===== src/rtl/dmapr_map.svh =====
`ifndef DMAPR_MAP_SVH
`define DMAPR_MAP_SVH

// Register byte offsets
`define DMAPR_OFS_PRIO_RAISE 12'h038
`define DMAPR_OFS_PRIO_DROP  12'h03C
`define DMAPR_OFS_FAULT      12'h04C
`define DMAPR_OFS_REQ_STATE  12'hE10
`define DMAPR_OFS_ARB_CFG    12'h100
`define DMAPR_OFS_ENG_STAT   12'h104

// Widths
`define DMAPR_ADR_W          12
`define DMAPR_NCHAN          4
`define DMAPR_EXP_W          4
`define DMAPR_CNT_W          16
`define DMAPR_ARB_W          16

// Field positions
`define DMAPR_FAULT_BIT      0
`define DMAPR_STAT_BUSY_BIT  0
`define DMAPR_STAT_CHAN_LSB  4
`define DMAPR_STAT_CNT_LSB   16

// Reset values
`define DMAPR_RST_PRIO       4'h0
`define DMAPR_RST_ARB        16'h0000
`define DMAPR_RST_CNT        16'h0000
`define DMAPR_RST_DATA       32'h0000_0000

`endif


===== src/rtl/dmapr_pkg.sv =====
`include "dmapr_map.svh"

package dmapr_pkg;

   typedef enum logic [1:0] {
      DMAPR_IDLE = 2'b00,
      DMAPR_XFER = 2'b01,
      DMAPR_DONE = 2'b11
   } dmapr_fsm_t;

   typedef struct packed {
      logic [`DMAPR_NCHAN-1:0] prio;
      logic                    fault;
      logic [`DMAPR_ARB_W-1:0] arb;
      dmapr_fsm_t              fsm;
      logic [1:0]              chan;
      logic [`DMAPR_CNT_W-1:0] remain;
      logic                    ack;
      logic [31:0]             rdata;
   } dmapr_state_t;

   typedef struct packed {
      logic [`DMAPR_NCHAN-1:0] s1;
      logic [`DMAPR_NCHAN-1:0] s2;
   } dmapr_sync_state_t;

endpackage


===== src/rtl/dmapr_arb.sv =====
`timescale 1ns/1ps
`default_nettype none
`include "dmapr_map.svh"

module dmapr_arb import dmapr_pkg::*; (
   input  wire logic [`DMAPR_NCHAN-1:0] req_i,
   input  wire logic [`DMAPR_NCHAN-1:0] prio_i,
   output logic                         valid_o,
   output logic      [1:0]              chan_o
);

   logic [`DMAPR_NCHAN-1:0] hi_req;
   logic [`DMAPR_NCHAN-1:0] pick_set;

   // Lowest numbered channel of a set
   function automatic logic [1:0] lowest(input logic [`DMAPR_NCHAN-1:0] v);
      logic [1:0] r;
      r = 2'h0;
      for (int i = `DMAPR_NCHAN - 1; i >= 0; i--) begin
         if (v[i]) begin
            r = 2'(i);
         end
      end
      return r;
   endfunction

   // High priority channels win over default ones
   always_comb begin
      hi_req   = req_i & prio_i;
      pick_set = (|hi_req) ? hi_req : req_i;
      valid_o  = |req_i;
      chan_o   = lowest(pick_set);
   end

endmodule
`default_nettype wire


===== src/rtl/dmapr_sync.sv =====
`timescale 1ns/1ps
`default_nettype none
`include "dmapr_map.svh"

module dmapr_sync import dmapr_pkg::*; (
   input  wire logic                    clk_i,
   input  wire logic                    rst_i,
   input  wire logic [`DMAPR_NCHAN-1:0] async_i,
   output logic      [`DMAPR_NCHAN-1:0] sync_o
);

   dmapr_sync_state_t q_reg;
   dmapr_sync_state_t q_next;

   // Second stage is the only reader of the first
   always_comb begin
      q_next    = q_reg;
      q_next.s1 = async_i;
      q_next.s2 = q_reg.s1;
   end

   always_ff @(posedge clk_i) begin
      if (rst_i) begin
         q_reg <= '0;
      end else begin
         q_reg <= q_next;
      end
   end

   assign sync_o = q_reg.s2;

endmodule
`default_nettype wire


===== src/rtl/dmapr_top.sv =====
// Function
// - Writing 1 to a channel bit of the priority-drop register returns that channel to default priority.
// - Writing 1 to bit 0 of the bus-fault register clears the bus-fault flag.
// - A new bus error in the same cycle as a clear keeps the bus-fault flag set.
// - Each request-state bit is 1 while that channel's peripheral asserts its request, else 0.
// - A pending request is served by one cycle of 2 to the power R transfers, R from the channel setting.
// - The request-state bits are read-only and are zero after reset.
// - Writing 1 to a priority-raise bit gives that channel high priority and a read returns priority state.
`timescale 1ns/1ps
`default_nettype none
`include "dmapr_map.svh"

module dmapr_top import dmapr_pkg::*; (
   input  wire logic                    clk_i,
   input  wire logic                    rst_i,
   input  wire logic                    wb_cyc_i,
   input  wire logic                    wb_stb_i,
   input  wire logic                    wb_we_i,
   input  wire logic [`DMAPR_ADR_W-1:0] wb_adr_i,
   input  wire logic [3:0]              wb_sel_i,
   input  wire logic [31:0]             wb_dat_i,
   output logic      [31:0]             wb_dat_o,
   output logic                         wb_ack_o,
   input  wire logic [`DMAPR_NCHAN-1:0] chan_req_i,
   output logic                         xfer_req_o,
   output logic      [1:0]              xfer_chan_o,
   input  wire logic                    xfer_ack_i,
   input  wire logic                    xfer_err_i,
   output logic                         cycle_busy_o
);

   dmapr_state_t            q_reg;
   dmapr_state_t            q_next;

   logic [`DMAPR_NCHAN-1:0] req_seen;
   logic                    arb_valid;
   logic [1:0]              arb_chan;

   logic                    access;
   logic                    wr_lane0;
   logic                    wr_raise;
   logic                    wr_drop;
   logic                    fault_clr;
   logic                    err_event;
   logic                    xfer_last;

   // Address compare shared by read and write decode
   function automatic logic hit(input logic [`DMAPR_ADR_W-1:0] adr,
                                input logic [`DMAPR_ADR_W-1:0] ofs);
      return adr == ofs;
   endfunction

   // Exponent field of one channel
   function automatic logic [`DMAPR_EXP_W-1:0] exp_of(input logic [`DMAPR_ARB_W-1:0] arb,
                                                      input logic [1:0]              ch);
      return arb[ch*`DMAPR_EXP_W +: `DMAPR_EXP_W];
   endfunction

   dmapr_sync u_sync (
      .clk_i   (clk_i),
      .rst_i   (rst_i),
      .async_i (chan_req_i),
      .sync_o  (req_seen)
   );

   dmapr_arb u_arb (
      .req_i   (req_seen),
      .prio_i  (q_reg.prio),
      .valid_o (arb_valid),
      .chan_o  (arb_chan)
   );

   always_comb begin
      q_next    = q_reg;
      access    = wb_cyc_i & wb_stb_i & ~q_reg.ack;
      wr_lane0  = access & wb_we_i & wb_sel_i[0];
      wr_raise  = wr_lane0 & hit(wb_adr_i, `DMAPR_OFS_PRIO_RAISE);
      wr_drop   = wr_lane0 & hit(wb_adr_i, `DMAPR_OFS_PRIO_DROP);
      fault_clr = wr_lane0 & hit(wb_adr_i, `DMAPR_OFS_FAULT) & wb_dat_i[`DMAPR_FAULT_BIT];
      err_event = (q_reg.fsm == DMAPR_XFER) & xfer_ack_i & xfer_err_i;
      xfer_last = q_reg.remain == `DMAPR_CNT_W'(1);

      // Bus slave: one ack per request, dropped the next cycle
      q_next.ack   = access;
      q_next.rdata = `DMAPR_RST_DATA;

      // Priority state
      if (wr_raise) begin
         q_next.prio = q_reg.prio | wb_dat_i[`DMAPR_NCHAN-1:0];
      end else if (wr_drop) begin
         q_next.prio = q_reg.prio & ~wb_dat_i[`DMAPR_NCHAN-1:0];
      end

      // Channel transfer-count exponents
      if (access & wb_we_i & hit(wb_adr_i, `DMAPR_OFS_ARB_CFG)) begin
         if (wb_sel_i[0]) begin
            q_next.arb[7:0] = wb_dat_i[7:0];
         end
         if (wb_sel_i[1]) begin
            q_next.arb[15:8] = wb_dat_i[15:8];
         end
      end

      // Error sets, clear only when no error lands
      q_next.fault = (q_reg.fault & ~fault_clr) | err_event;

      // Read mux; unmapped and write-only locations read zero
      if (access & ~wb_we_i) begin
         if (hit(wb_adr_i, `DMAPR_OFS_PRIO_RAISE)) begin
            q_next.rdata[`DMAPR_NCHAN-1:0] = q_reg.prio;
         end else if (hit(wb_adr_i, `DMAPR_OFS_FAULT)) begin
            q_next.rdata[`DMAPR_FAULT_BIT] = q_reg.fault;
         end else if (hit(wb_adr_i, `DMAPR_OFS_REQ_STATE)) begin
            q_next.rdata[`DMAPR_NCHAN-1:0] = req_seen;
         end else if (hit(wb_adr_i, `DMAPR_OFS_ARB_CFG)) begin
            q_next.rdata[`DMAPR_ARB_W-1:0] = q_reg.arb;
         end else if (hit(wb_adr_i, `DMAPR_OFS_ENG_STAT)) begin
            q_next.rdata[`DMAPR_STAT_BUSY_BIT] = q_reg.fsm != DMAPR_IDLE;
            q_next.rdata[`DMAPR_STAT_CHAN_LSB +: 2] = q_reg.chan;
            q_next.rdata[`DMAPR_STAT_CNT_LSB +: `DMAPR_CNT_W] = q_reg.remain;
         end
      end

      // Transfer engine
      case (q_reg.fsm)
         DMAPR_IDLE: begin
            if (arb_valid) begin
               q_next.chan   = arb_chan;
               q_next.remain = `DMAPR_CNT_W'(1) << exp_of(q_reg.arb, arb_chan);
               q_next.fsm    = DMAPR_XFER;
            end
         end
         DMAPR_XFER: begin
            if (xfer_ack_i) begin
               q_next.remain = q_reg.remain - `DMAPR_CNT_W'(1);
               // An error response ends the cycle early
               if (xfer_err_i | xfer_last) begin
                  q_next.fsm = DMAPR_DONE;
               end
            end
         end
         DMAPR_DONE: begin
            q_next.fsm = DMAPR_IDLE;
         end
         default: begin
            q_next.fsm = DMAPR_IDLE;
         end
      endcase
   end

   always_ff @(posedge clk_i) begin
      if (rst_i) begin
         q_reg.prio   <= `DMAPR_RST_PRIO;
         q_reg.fault  <= 1'b0;
         q_reg.arb    <= `DMAPR_RST_ARB;
         q_reg.fsm    <= DMAPR_IDLE;
         q_reg.chan   <= 2'h0;
         q_reg.remain <= `DMAPR_RST_CNT;
         q_reg.ack    <= 1'b0;
         q_reg.rdata  <= `DMAPR_RST_DATA;
      end else begin
         q_reg <= q_next;
      end
   end

   assign wb_ack_o     = q_reg.ack;
   assign wb_dat_o     = q_reg.rdata;
   assign xfer_req_o   = q_reg.fsm == DMAPR_XFER;
   assign xfer_chan_o  = q_reg.chan;
   assign cycle_busy_o = q_reg.fsm != DMAPR_IDLE;

   // Checks

   property p_prio_drop;
      @(posedge clk_i) disable iff (rst_i)
      wr_drop |=> (q_reg.prio & $past(wb_dat_i[3:0])) == 4'h0;
   endproperty
   a_prio_drop: assert property (p_prio_drop) else $error("priority drop ignored");

   property p_prio_raise;
      @(posedge clk_i) disable iff (rst_i)
      wr_raise |=> (q_reg.prio & $past(wb_dat_i[3:0])) == $past(wb_dat_i[3:0]);
   endproperty
   a_prio_raise: assert property (p_prio_raise) else $error("priority raise ignored");

   property p_fault_clear;
      @(posedge clk_i) disable iff (rst_i)
      (fault_clr && !err_event) |=> !q_reg.fault ##1 (wb_ack_o || !q_reg.fault || $past(err_event));
   endproperty
   a_fault_clear: assert property (p_fault_clear) else $error("fault flag not cleared");

   property p_fault_wins;
      @(posedge clk_i) disable iff (rst_i)
      (err_event && fault_clr) |=> q_reg.fault;
   endproperty
   a_fault_wins: assert property (p_fault_wins) else $error("clear beat a new error");

   property p_fault_sticky;
      @(posedge clk_i) disable iff (rst_i)
      (err_event || (q_reg.fault && !fault_clr)) |=> q_reg.fault;
   endproperty
   a_fault_sticky: assert property (p_fault_sticky) else $error("fault flag lost");

   property p_req_state;
      @(posedge clk_i) disable iff (rst_i)
      (!$past(rst_i) && !$past(rst_i, 2)) |-> req_seen == $past(chan_req_i, 2);
   endproperty
   a_req_state: assert property (p_req_state) else $error("request state not tracking pins");

   property p_cycle_len;
      @(posedge clk_i) disable iff (rst_i)
      (q_reg.fsm == DMAPR_XFER && $past(q_reg.fsm) == DMAPR_IDLE)
         |-> q_reg.remain == (`DMAPR_CNT_W'(1) << exp_of(q_reg.arb, q_reg.chan));
   endproperty
   a_cycle_len: assert property (p_cycle_len) else $error("cycle length not a power of two");

   property p_cycle_end;
      @(posedge clk_i) disable iff (rst_i)
      (xfer_req_o && xfer_ack_i && xfer_last) |=> q_reg.fsm == DMAPR_DONE ##1 q_reg.fsm == DMAPR_IDLE;
   endproperty
   a_cycle_end: assert property (p_cycle_end) else $error("cycle did not end on last transfer");

   property p_req_reset;
      @(posedge clk_i) disable iff (rst_i)
      $past(rst_i) |-> req_seen == 4'h0;
   endproperty
   a_req_reset: assert property (p_req_reset) else $error("request state not zero after reset");

   property p_ack_answer;
      @(posedge clk_i) disable iff (rst_i)
      (wb_cyc_i && wb_stb_i && !wb_ack_o) |=> wb_ack_o;
   endproperty
   a_ack_answer: assert property (p_ack_answer) else $error("bus request not answered");

   property p_ack_pulse;
      @(posedge clk_i) disable iff (rst_i)
      wb_ack_o |=> !wb_ack_o;
   endproperty
   a_ack_pulse: assert property (p_ack_pulse) else $error("ack held beyond one cycle");

   property p_rdata_idle;
      @(posedge clk_i) disable iff (rst_i)
      !wb_ack_o |-> wb_dat_o == 32'h0000_0000;
   endproperty
   a_rdata_idle: assert property (p_rdata_idle) else $error("read data outside ack cycle");

   property p_req_read;
      @(posedge clk_i) disable iff (rst_i)
      (access && !wb_we_i && hit(wb_adr_i, `DMAPR_OFS_REQ_STATE))
         |=> wb_dat_o == {28'h0, $past(req_seen)};
   endproperty
   a_req_read: assert property (p_req_read) else $error("request state read wrong");

   property p_prio_drop_keep;
      @(posedge clk_i) disable iff (rst_i)
      wr_drop |=> q_reg.prio == ($past(q_reg.prio) & ~$past(wb_dat_i[3:0]));
   endproperty
   a_prio_drop_keep: assert property (p_prio_drop_keep) else $error("priority drop touched other channels");

   property p_prio_hold;
      @(posedge clk_i) disable iff (rst_i)
      !(wr_raise || wr_drop) |=> $stable(q_reg.prio);
   endproperty
   a_prio_hold: assert property (p_prio_hold) else $error("priority changed without a write");

   property p_fault_read;
      @(posedge clk_i) disable iff (rst_i)
      (access && !wb_we_i && hit(wb_adr_i, `DMAPR_OFS_FAULT))
         |=> wb_dat_o == {31'h0, $past(q_reg.fault)};
   endproperty
   a_fault_read: assert property (p_fault_read) else $error("fault flag read wrong");

   property p_fault_hold;
      @(posedge clk_i) disable iff (rst_i)
      (!err_event && !fault_clr) |=> q_reg.fault == $past(q_reg.fault);
   endproperty
   a_fault_hold: assert property (p_fault_hold) else $error("fault flag changed on its own");

   property p_xfer_step;
      @(posedge clk_i) disable iff (rst_i)
      (xfer_req_o && xfer_ack_i && !xfer_err_i && !xfer_last)
         |=> xfer_req_o && q_reg.remain == $past(q_reg.remain) - 16'h0001;
   endproperty
   a_xfer_step: assert property (p_xfer_step) else $error("transfer not counted");

   property p_err_ends;
      @(posedge clk_i) disable iff (rst_i)
      (xfer_req_o && xfer_ack_i && xfer_err_i) |=> !xfer_req_o && q_reg.fault;
   endproperty
   a_err_ends: assert property (p_err_ends) else $error("error response not handled");

   property p_start_on_req;
      @(posedge clk_i) disable iff (rst_i)
      (q_reg.fsm == DMAPR_IDLE && req_seen != 4'h0)
         |=> xfer_req_o && (($past(req_seen) >> xfer_chan_o) & 4'h1) == 4'h1;
   endproperty
   a_start_on_req: assert property (p_start_on_req) else $error("pending request not served");

   property p_prio_first;
      @(posedge clk_i) disable iff (rst_i)
      (q_reg.fsm == DMAPR_IDLE && (req_seen & q_reg.prio) != 4'h0)
         |=> (($past(q_reg.prio) >> xfer_chan_o) & 4'h1) == 4'h1;
   endproperty
   a_prio_first: assert property (p_prio_first) else $error("high priority channel passed over");

   property p_no_start;
      @(posedge clk_i) disable iff (rst_i)
      (q_reg.fsm == DMAPR_IDLE && req_seen == 4'h0) |=> !xfer_req_o;
   endproperty
   a_no_start: assert property (p_no_start) else $error("cycle started with no request");

endmodule
`default_nettype wire


===== config.mk =====
export PLATFORM = sky130hd
export DESIGN_NAME = dmapr_top
export DESIGN_NICKNAME = d
export VERILOG_FILES = /design/src/rtl/dmapr_pkg.sv /design/src/rtl/dmapr_arb.sv /design/src/rtl/dmapr_sync.sv /design/src/rtl/dmapr_top.sv
export VERILOG_INCLUDE_DIRS = /design/src /design/src/rtl
export SDC_FILE = /design/constraint.sdc
export NUM_CORES = 1
export LEC_CHECK = 0
export BUFFER_PORTS_ARGS = -buffer_cell sky130_fd_sc_hd__buf_2
export CORE_MARGIN = 2
export CORE_UTILIZATION = 43
export CTS_CLUSTER_SIZE = 24
export DETAILED_ROUTE_END_ITERATION = 6
export PLACE_DENSITY = 0.62
export SYNTH_ARGS = -nofsm -noshare
export SYNTH_HDL_FRONTEND = slang
export SYNTH_HIERARCHICAL = 1
export SYNTH_SLANG_ARGS = --single-unit
export TNS_END_PERCENT = 1

===== constraint.sdc =====
create_clock -name clk_i -period 6.1 [get_ports clk_i]
set_input_delay 0.61 -clock clk_i [delete_from_list [all_inputs] [get_ports clk_i]]
set_output_delay 0.61 -clock clk_i [all_outputs]
set_load 0.05 [all_outputs]

# After elaboration in Yosys (flattened, before gate mapping)
# Cells that the tools add are included.
dict set report word_totals {
  reg_bits 82
  in_bits 59
  out_inout_bits 37
  elab_cells 90
}
dict set report op_classes {
  n_addsub 1
  eq_ne 11
  shift 2
  n_mux 22
  bitwise 25
  reduce_logical 15
}
# cell n
set ops {}
lappend ops {{one-hot mux 16 bit (2 select lines)} 1}
lappend ops {{equality test 12 x 6 -> 1 bit, second input constant} 2}
lappend ops {{equality test 12 x 9 -> 1 bit, second input constant} 2}
lappend ops {{2-to-1 mux 20 bit} 1}
lappend ops {{2-to-1 mux 4 bit} 5}
lappend ops {{equality test 16 x 1 -> 1 bit, second input constant} 1}
lappend ops {{2-to-1 mux 16 bit} 1}
lappend ops {{2-to-1 mux 2 bit} 8}
lappend ops {{variable part select 16 x 5 -> 4 bit} 1}
lappend ops {{<< shifter 1 x 4 -> 16 bit, first input constant} 1}
lappend ops {{subtractor 16 x 1 -> 16 bit, second input constant} 1}
lappend ops {{bitwise AND 1 bit} 13}
lappend ops {{equality test 12 bit, second input constant} 1}
lappend ops {{equality test 12 x 7 -> 1 bit, second input constant} 1}
lappend ops {{bitwise AND 4 bit} 2}
lappend ops {{OR reduction 4 bit} 2}
lappend ops {{OR reduction 7 bit} 1}
lappend ops {{2-to-1 mux 3 bit} 2}
lappend ops {{NOT 1 bit} 6}
lappend ops {{AND reduction 2 bit} 3}
lappend ops {{AND reduction 3 bit} 2}
lappend ops {{nonzero test 2 bit} 3}
lappend ops {{OR reduction 6 bit} 1}
lappend ops {{OR reduction 5 bit} 1}
lappend ops {{10 further kinds} 14}

# Logic depth before layout (Yosys ltp)
# Gate-level depths: netlist of the first run.
dict set report depth {
  depth_word 11
  depth_mapped 8
  mapped_depth_nobuf 7
}

# Cells and area by module
# The synthesis of the first run kept the hierarchy.
# mod n_inst cells_each area_per_inst_um2 seq_area_each_um2
set by_module_without_submodules {}
lappend by_module_without_submodules {dmapr_top 1 417 3764.9 1481.4}
lappend by_module_without_submodules {dmapr_sync 1 16 210.2 160.2}
lappend by_module_without_submodules {dmapr_arb 1 18 121.4 0.0}

# Worst setup path after synthesis of the first run
# OpenSTA, ideal clock, no wires.
dict set report synth_timing {
  kind {register to register}
  start {register (tool-made name)}
  end {register q_reg[33] (netlist bit)}
  setup_ns 0.079
  arrival_time_ns 2.542
  required_ns 6.021
  setup_slack_ns 3.478
  path_stages_with_launch 9
  path_buffers 1
  period_less_slack_ns 2.622
  cell_sequence {dfxtp_1 -> a22oi_1 -> o21a_1 -> a211oi_1 -> buf_6 -> mux4_2 -> or4_4 -> o32a_1 -> a211oi_2}
}
# item line
set synth_lines {}
lappend synth_lines {{end signal, assigned} dmapr_top.sv:162} ;# q_reg <= q_next;
lappend synth_lines {{end, declared} dmapr_top.sv:32} ;# dmapr_state_t q_reg;

==> metrics.cfg, run 1 <==
[clock_network]
cts_setup_buffers = 0
cts_inserted_buffers = 9
cts_buffer_depth = 2
cts_resized = 0
hold_buffers = 0
clock_sinks = 82
cts_max_level = 3
cts_tree = done
root_buffer = clkbuf_8
clk_latency_ns = 0.37
clk_pin_slew_ns = 0.08

[sta]
setup_tns_ns = 0
setup_viol = 0
timing.slew.headroom_pct = 34.0
rsz0062_at_grt = no
tightestPinTransition_ns = 0.981
clock_skew_ns = 0.00955
period_share_pct = 55.7
slew_viol_final = 0
period_needed_ns = 3.40
fin_ws_ns = 2.70
timing.fmax_mhz = 294
hold_viol_final = 0

[floorplanning]
dieArea_um2 = 10300
pin_count = 96
coreArea_um2 = 9240
std_cell_rows = 35
die_width_um = 102
dieHeight_um = 102
start_util_pct = 44.3

[routing]
via_count = 3481
wire_per_inst_um = 15.6
via_per_inst = 5.61
postRouteAntennaNets = 0
drc_errors = 0
drtPass1Iterations = 5
totalWireLength_um = 9690
detail_route.iter0.violations = 196

[critical_path]
critPathTopFamily = compound AO/OA/AOI/OAI gates
worstSetupPathType = flip-flop to flip-flop
worstSetupStartpointType = flip-flop
end_kind = flip-flop
worst-path-buf-inv = 0
cpPeakStageDelay_ns = 0.80
crit_chain = a22oi_1, o21a_1, a211oi_1, mux4_2, or4_4, o32a_1, a211oi_2
cp_max_fo = 7
cp.required_ns = 6.38
critical_path_arrival_ns = 3.68
cp_slowest_cell = a211oi_1

[power_and_ir_drop]
p_sw_share_pct = 30.3
power.density_nw_per_um2 = 242
p_leak_uw = 0.00165
power.switching_uw = 330
vdd_drop_max_mv = 0.113
p_int_uw = 758
power.total_uw = 1090
pwr-share-clk_pct = 33.2
seq_power_share_pct = 52.1
combPwrFrac_pct = 14.7

[global_routing]
grt_max_degree = 59
grt_pass1_wl_um = 15600
antenna_found_initial = 0
grt.overflow.total = 0
grt_pass1_vias = 3143
grt_usage_pct = 19.5

[outcome]
status = complete, no violations

[synthesis]
yosysWarnings = 6
synth_seq_cells = 82
synth_nets = 512
synth_async_sr_flop_share_pct = 0
syn_avg_cell_area_um2 = 9.08
synthCells = 451
synth_ff_type = dfxtp_1
synth_top_area_share_pct = 40.1
synth-edff-count = 0
syn-cell-area_um2 = 4100
yosys.area.top_type = dfxtp_1
synth.distinct_cells = 70
ys_top_cells_by_area = dfxtp_1, buf_4, nand2b_1
yosysSeqAreaShare_pct = 40.1

[layout]
largest_reg_flops = 35
fillers = 907
final_common_cell = dfxtp_1
layout_common_cells = dfxtp_1, buf_2, inv_1, nor3_1, nand2b_1
drive_above_1_share_pct = 23.0
syn_to_final_growth_pct = 9.62
diodes = 0
nets = 547

[run]
drv_cap = 0

[placement]
hpwl_um = 6910
place.gp.congestion = 0.897
pre_cts_ws_ns = 2.71
portBuffers = 77

[min_path]
hold_path.class = flip-flop to flip-flop

[synth_stat cells (2+ instances only)]
| library cell | n |
|---|---|
| dfxtp_1 | 82 |
| buf_4 | 35 |
| inv_1 | 23 |
| nor3_1 | 23 |
| nand2b_1 | 21 |
| and2_1 | 20 |
| clkbuf_1 | 19 |
| a21oi_1 | 18 |
| nor2_1 | 18 |
| nand4_1 | 14 |
| nand2_1 | 12 |
| nand3_1 | 12 |
| nor2b_1 | 10 |
| mux2i_1 | 9 |
| o31ai_1 | 9 |
| or3_1 | 9 |
| nor3b_1 | 8 |
| o21ai_0 | 8 |
| a22o_1 | 7 |
| a311oi_1 | 7 |
| a41oi_1 | 5 |
| o211ai_1 | 5 |
| a211oi_1 | 4 |
| a31oi_1 | 4 |
| nor4_1 | 4 |
| o21a_1 | 4 |
| or4_1 | 4 |
| a22oi_1 | 3 |
| mux4_2 | 3 |
| o311ai_0 | 3 |
| and3_1 | 2 |
| ha_1 | 2 |
| nand3b_1 | 2 |
| nor4b_1 | 2 |
| nor4b_2 | 2 |
| nor4bb_1 | 2 |
| o32ai_1 | 2 |
| or2_2 | 2 |
[power by group through the flow]
stage	logic [uW]	registers, uW	clock network [uW]
CTS	159	566	369
finish	160	567	361
global placement	157	578	0
floorplan	116	572	0
global route	176	570	395
detailed placement	158	579	0
[layer usage]
metal | track usage, % | share of wire (%) | routed length [um] | vias to the layer above
li1 | - | - | - | 1709
met1 | 25.5 | 45 | 4330 | 1617
met2 | 30.7 | 46 | 4490 | 133
met3 | 4.62 | 6.7 | 649 | 22
met4 | 8.32 | 2.4 | 228 | 0
met5 | 0 | 0 | 0 | -
[worst paths after layout]
| kind | cells after the start | slack (ns) | end | startpoint |
|---|---|---|---|---|
| setup / recovery | 7 | 2.70 | q_reg[33] | flip-flop |
| hold / removal | 1 | 0.44 | u_sync/sync_o[3] | u_sync/q_next[3] |
| setup reg to reg | 7 | 2.70 | q_reg[33] | flip-flop |
| hold reg to reg | 1 | 0.44 | u_sync/sync_o[3] | u_sync/q_next[3] |
[logic make-up (layout without fill, tap and decap cells)]
kind of cell,after synthesis,after routing,share of synthesized area [%]
muxes,14,14,4.76
buffers and inverters,79,119,10.6
DFF,82,82,40.1
and+or+nand+nor,180,180,26.8
adders and majority gates,2,2,0.611
xor gates and xnor gates,1,1,0.214
AOI/OAI and AO/OA,93,93,16.9
[through the flow]
step,instances,utilization [%],hold WS (ns),cell area [um^2]
final,620,48.6,0.445,4490
after global routing,620,48.6,0.451,4490
after CTS,620,48.6,0.450,4490
after detailed placement,604,46.7,0.432,4310
after global placement,604,46.7,0.421,4310
after floorplan,451,-,0.414,4100
[layout make-up]
type	instances	area, um^2	area share, %
inverter	24	90.1	2.01
clock buffer	9	124	2.76
clock inverter	7	53.8	1.20
timing repair buffer	79	400	8.92
sequential	82	1640	36.6
tap	129	161	3.59
multi-input combinational	290	2020	45.0
Note: power is estimated with default switching activity, not from simulation.
==> run 2, diff against run 1 <==
- clock period: 6.1 -> 3.35 ns (I/O delays scaled with it)
==> run 2 against run 1 <==
Effect of this change: combinational power is 86% higher; largest cell class unchanged; cell count is 0.48% higher; fmax is 16% higher; critical endpoint unchanged; critical path depth is 1 higher; first-iteration DRC count is 41% lower.
==> metrics.cfg, run 2 (synthesis gave the netlist of run 1 again) <==
[outcome]
status = complete, no violations

[power_and_ir_drop]
p_sw_share_pct = 30.0  ; -0.30 points
power.switching_uw = 604  ; +83%
vdd_drop_max_mv = 0.198  ; +75%
power.total_uw = 2010  ; +85%
seq_power_share_pct = 51.3  ; -0.8 points
power.density_nw_per_um2 = 445  ; +84%
pwr-share-clk_pct = 33.9  ; +0.7 points
p_leak_uw = 0.00166  ; +1.1%
combPwrFrac_pct = 14.8  ; about the same
p_int_uw = 1410  ; +86%

[sta]
rsz0062_at_grt = no
period_needed_ns = 2.94  ; -0.459 ns
clock_skew_ns = 0.0112  ; +0.00162 ns
timing.fmax_mhz = 340  ; +16%
tightestPinTransition_ns = 0.942  ; -0.0395 ns
setup_tns_ns = 0  ; unchanged
hold_viol_final = 0  ; unchanged
timing.slew.headroom_pct = 37.0  ; +3.0 points
period_share_pct = 87.8  ; +32 points
slew_viol_final = 0  ; unchanged
setup_viol = 0  ; unchanged

[critical_path]
reg2reg_slack_ns = 0.41  ; -2.29 ns
critical_path_arrival_ns = 3.23  ; -0.45 ns
worstSetupPathType = flip-flop to flip-flop
worstSetupStartpointType = flip-flop
cp_max_fo = 7  ; unchanged
cp.required_ns = 3.64  ; -2.74 ns
end_kind = flip-flop

[floorplanning]
std_cell_rows = 35  ; unchanged
pin_count = 96  ; unchanged
dieArea_um2 = 10300  ; unchanged
dieHeight_um = 102  ; unchanged
coreArea_um2 = 9240  ; unchanged
start_util_pct = 44.3  ; unchanged
die_width_um = 102  ; unchanged

[routing]
drtPass1Iterations = 5  ; unchanged
detail_route.iter0.violations = 116  ; -41%
via_per_inst = 5.57  ; -0.88%
postRouteAntennaNets = 0  ; unchanged
via_count = 3467  ; -0.40%
totalWireLength_um = 9680  ; -0.15%
wire_per_inst_um = 15.5  ; -0.64%
drc_errors = 0  ; unchanged

[clock_network]
cts_resized = 0  ; unchanged
cts_buffer_depth = 2  ; unchanged
cts_setup_buffers = 0  ; unchanged
hold_buffers = 0  ; unchanged
cts_inserted_buffers = 9  ; unchanged
cts_max_level = 3  ; unchanged
clk_latency_ns = 0.36  ; about the same
root_buffer = clkbuf_8
clk_pin_slew_ns = 0.09  ; about the same
cts_tree = done
clock_sinks = 82  ; unchanged

[global_routing]
grt_pass1_wl_um = 15500  ; -0.49%
grt_max_degree = 41  ; -31%
grt_usage_pct = 19.2  ; -0.30 points
antenna_found_initial = 0  ; unchanged
grt_pass1_vias = 3171  ; +0.89%
grt.overflow.total = 0  ; unchanged

[layout]
nets = 550  ; +0.55%
layout_common_cells = dfxtp_1, buf_2, inv_1, nor3_1, nand2b_1
drive_above_1_share_pct = 23.5  ; +0.47 points
design_area_um2 = 4520  ; +0.70%
finish.utilization_pct = 48.9  ; +0.34 points
largest_reg_flops = 35  ; unchanged
regArea_um2 = 1640  ; unchanged
fillers = 910  ; +0.33%
syn_to_final_growth_pct = 10.4
diodes = 0  ; unchanged
multi_input_area_um2 = 2020  ; unchanged
final_common_cell = dfxtp_1

[placement]
hpwl_um = 7070  ; +2.3%
portBuffers = 77  ; unchanged
place.gp.congestion = 0.883  ; -1.5%
dpl_cell_area_um2 = 4340  ; +0.52%

[min_path]
hold_path.class = input port to flip-flop

[run]
drv_cap = 0  ; unchanged

==> run 2: cell types whose count changed in the layout (fill, tap and decap cells not counted), sizes merged <==
cell,previous run,this run
buf,79,82
clkbuf,9,10
clkinv,4,2
inv,24,25
==> run 2: per-layer routing <==
metal  track usage, %  wire, um  part of all wire, %  vias up
li1                 -         -                    -     1710
met1             25.9      4490                   46     1619
met2             30.5      4450                   46      122
met3             3.11       528                  5.5       16
met4             7.90       209                  2.2        0
met5                0         0                    0        -
==> run 2: critical path, cell delays in order, from the launching register on <==
cell and delay, ns:
dfxtp_1 0.46, a22oi_1 0.15, o21a_1 0.19, a211oi_1 0.29, buf_4 0.22, mux4_2 0.56, or4_4 0.48, o32a_1 0.31
a211oi_2 0.20
==> run 2: through the flow <==
stage	hold slack (ns)	std cells	worst slack [ns]
6_report	0.174	623	0.410
5_1_grt	0.183	623	0.338
4_1_cts	0.167	623	0.408
3_5_place_dp	0.422	607	0.433
3_3_place_gp	0.425	607	0.470
2_1_floorplan	0.407	451	0.728
==> run 2: power groups by stage <==
stage	sequential [uW]	clock (uW)	combinational (uW)
3_5_place_dp	1050	0	294
6_report	1030	682	297
5_1_grt	1040	741	327
4_1_cts	1030	702	296
2_1_floorplan	1040	0	212
3_3_place_gp	1050	0	293
==> run 2: cell type report <==
cell class / instances / share of cell area, %
clock buffers: 10 / 3.04
multi-input cells: 290 / 44.7
flip-flops and latches: 82 / 36.3
inverters: 24 / 1.99
clock inverters: 6 / 1.08
well taps: 129 / 3.57
repair buffers: 82 / 9.35
==> run 2: path summary, 6_finish.rpt <==
check                          end        startpoint  cells after the start
setup / recovery         q_reg[33]         flip-flop                      8
hold / removal    u_sync/q_next[0]     chan_req_i[0]                      2
setup reg to reg         q_reg[33]         flip-flop                      8
hold reg to reg   u_sync/sync_o[0]  u_sync/q_next[0]                      1
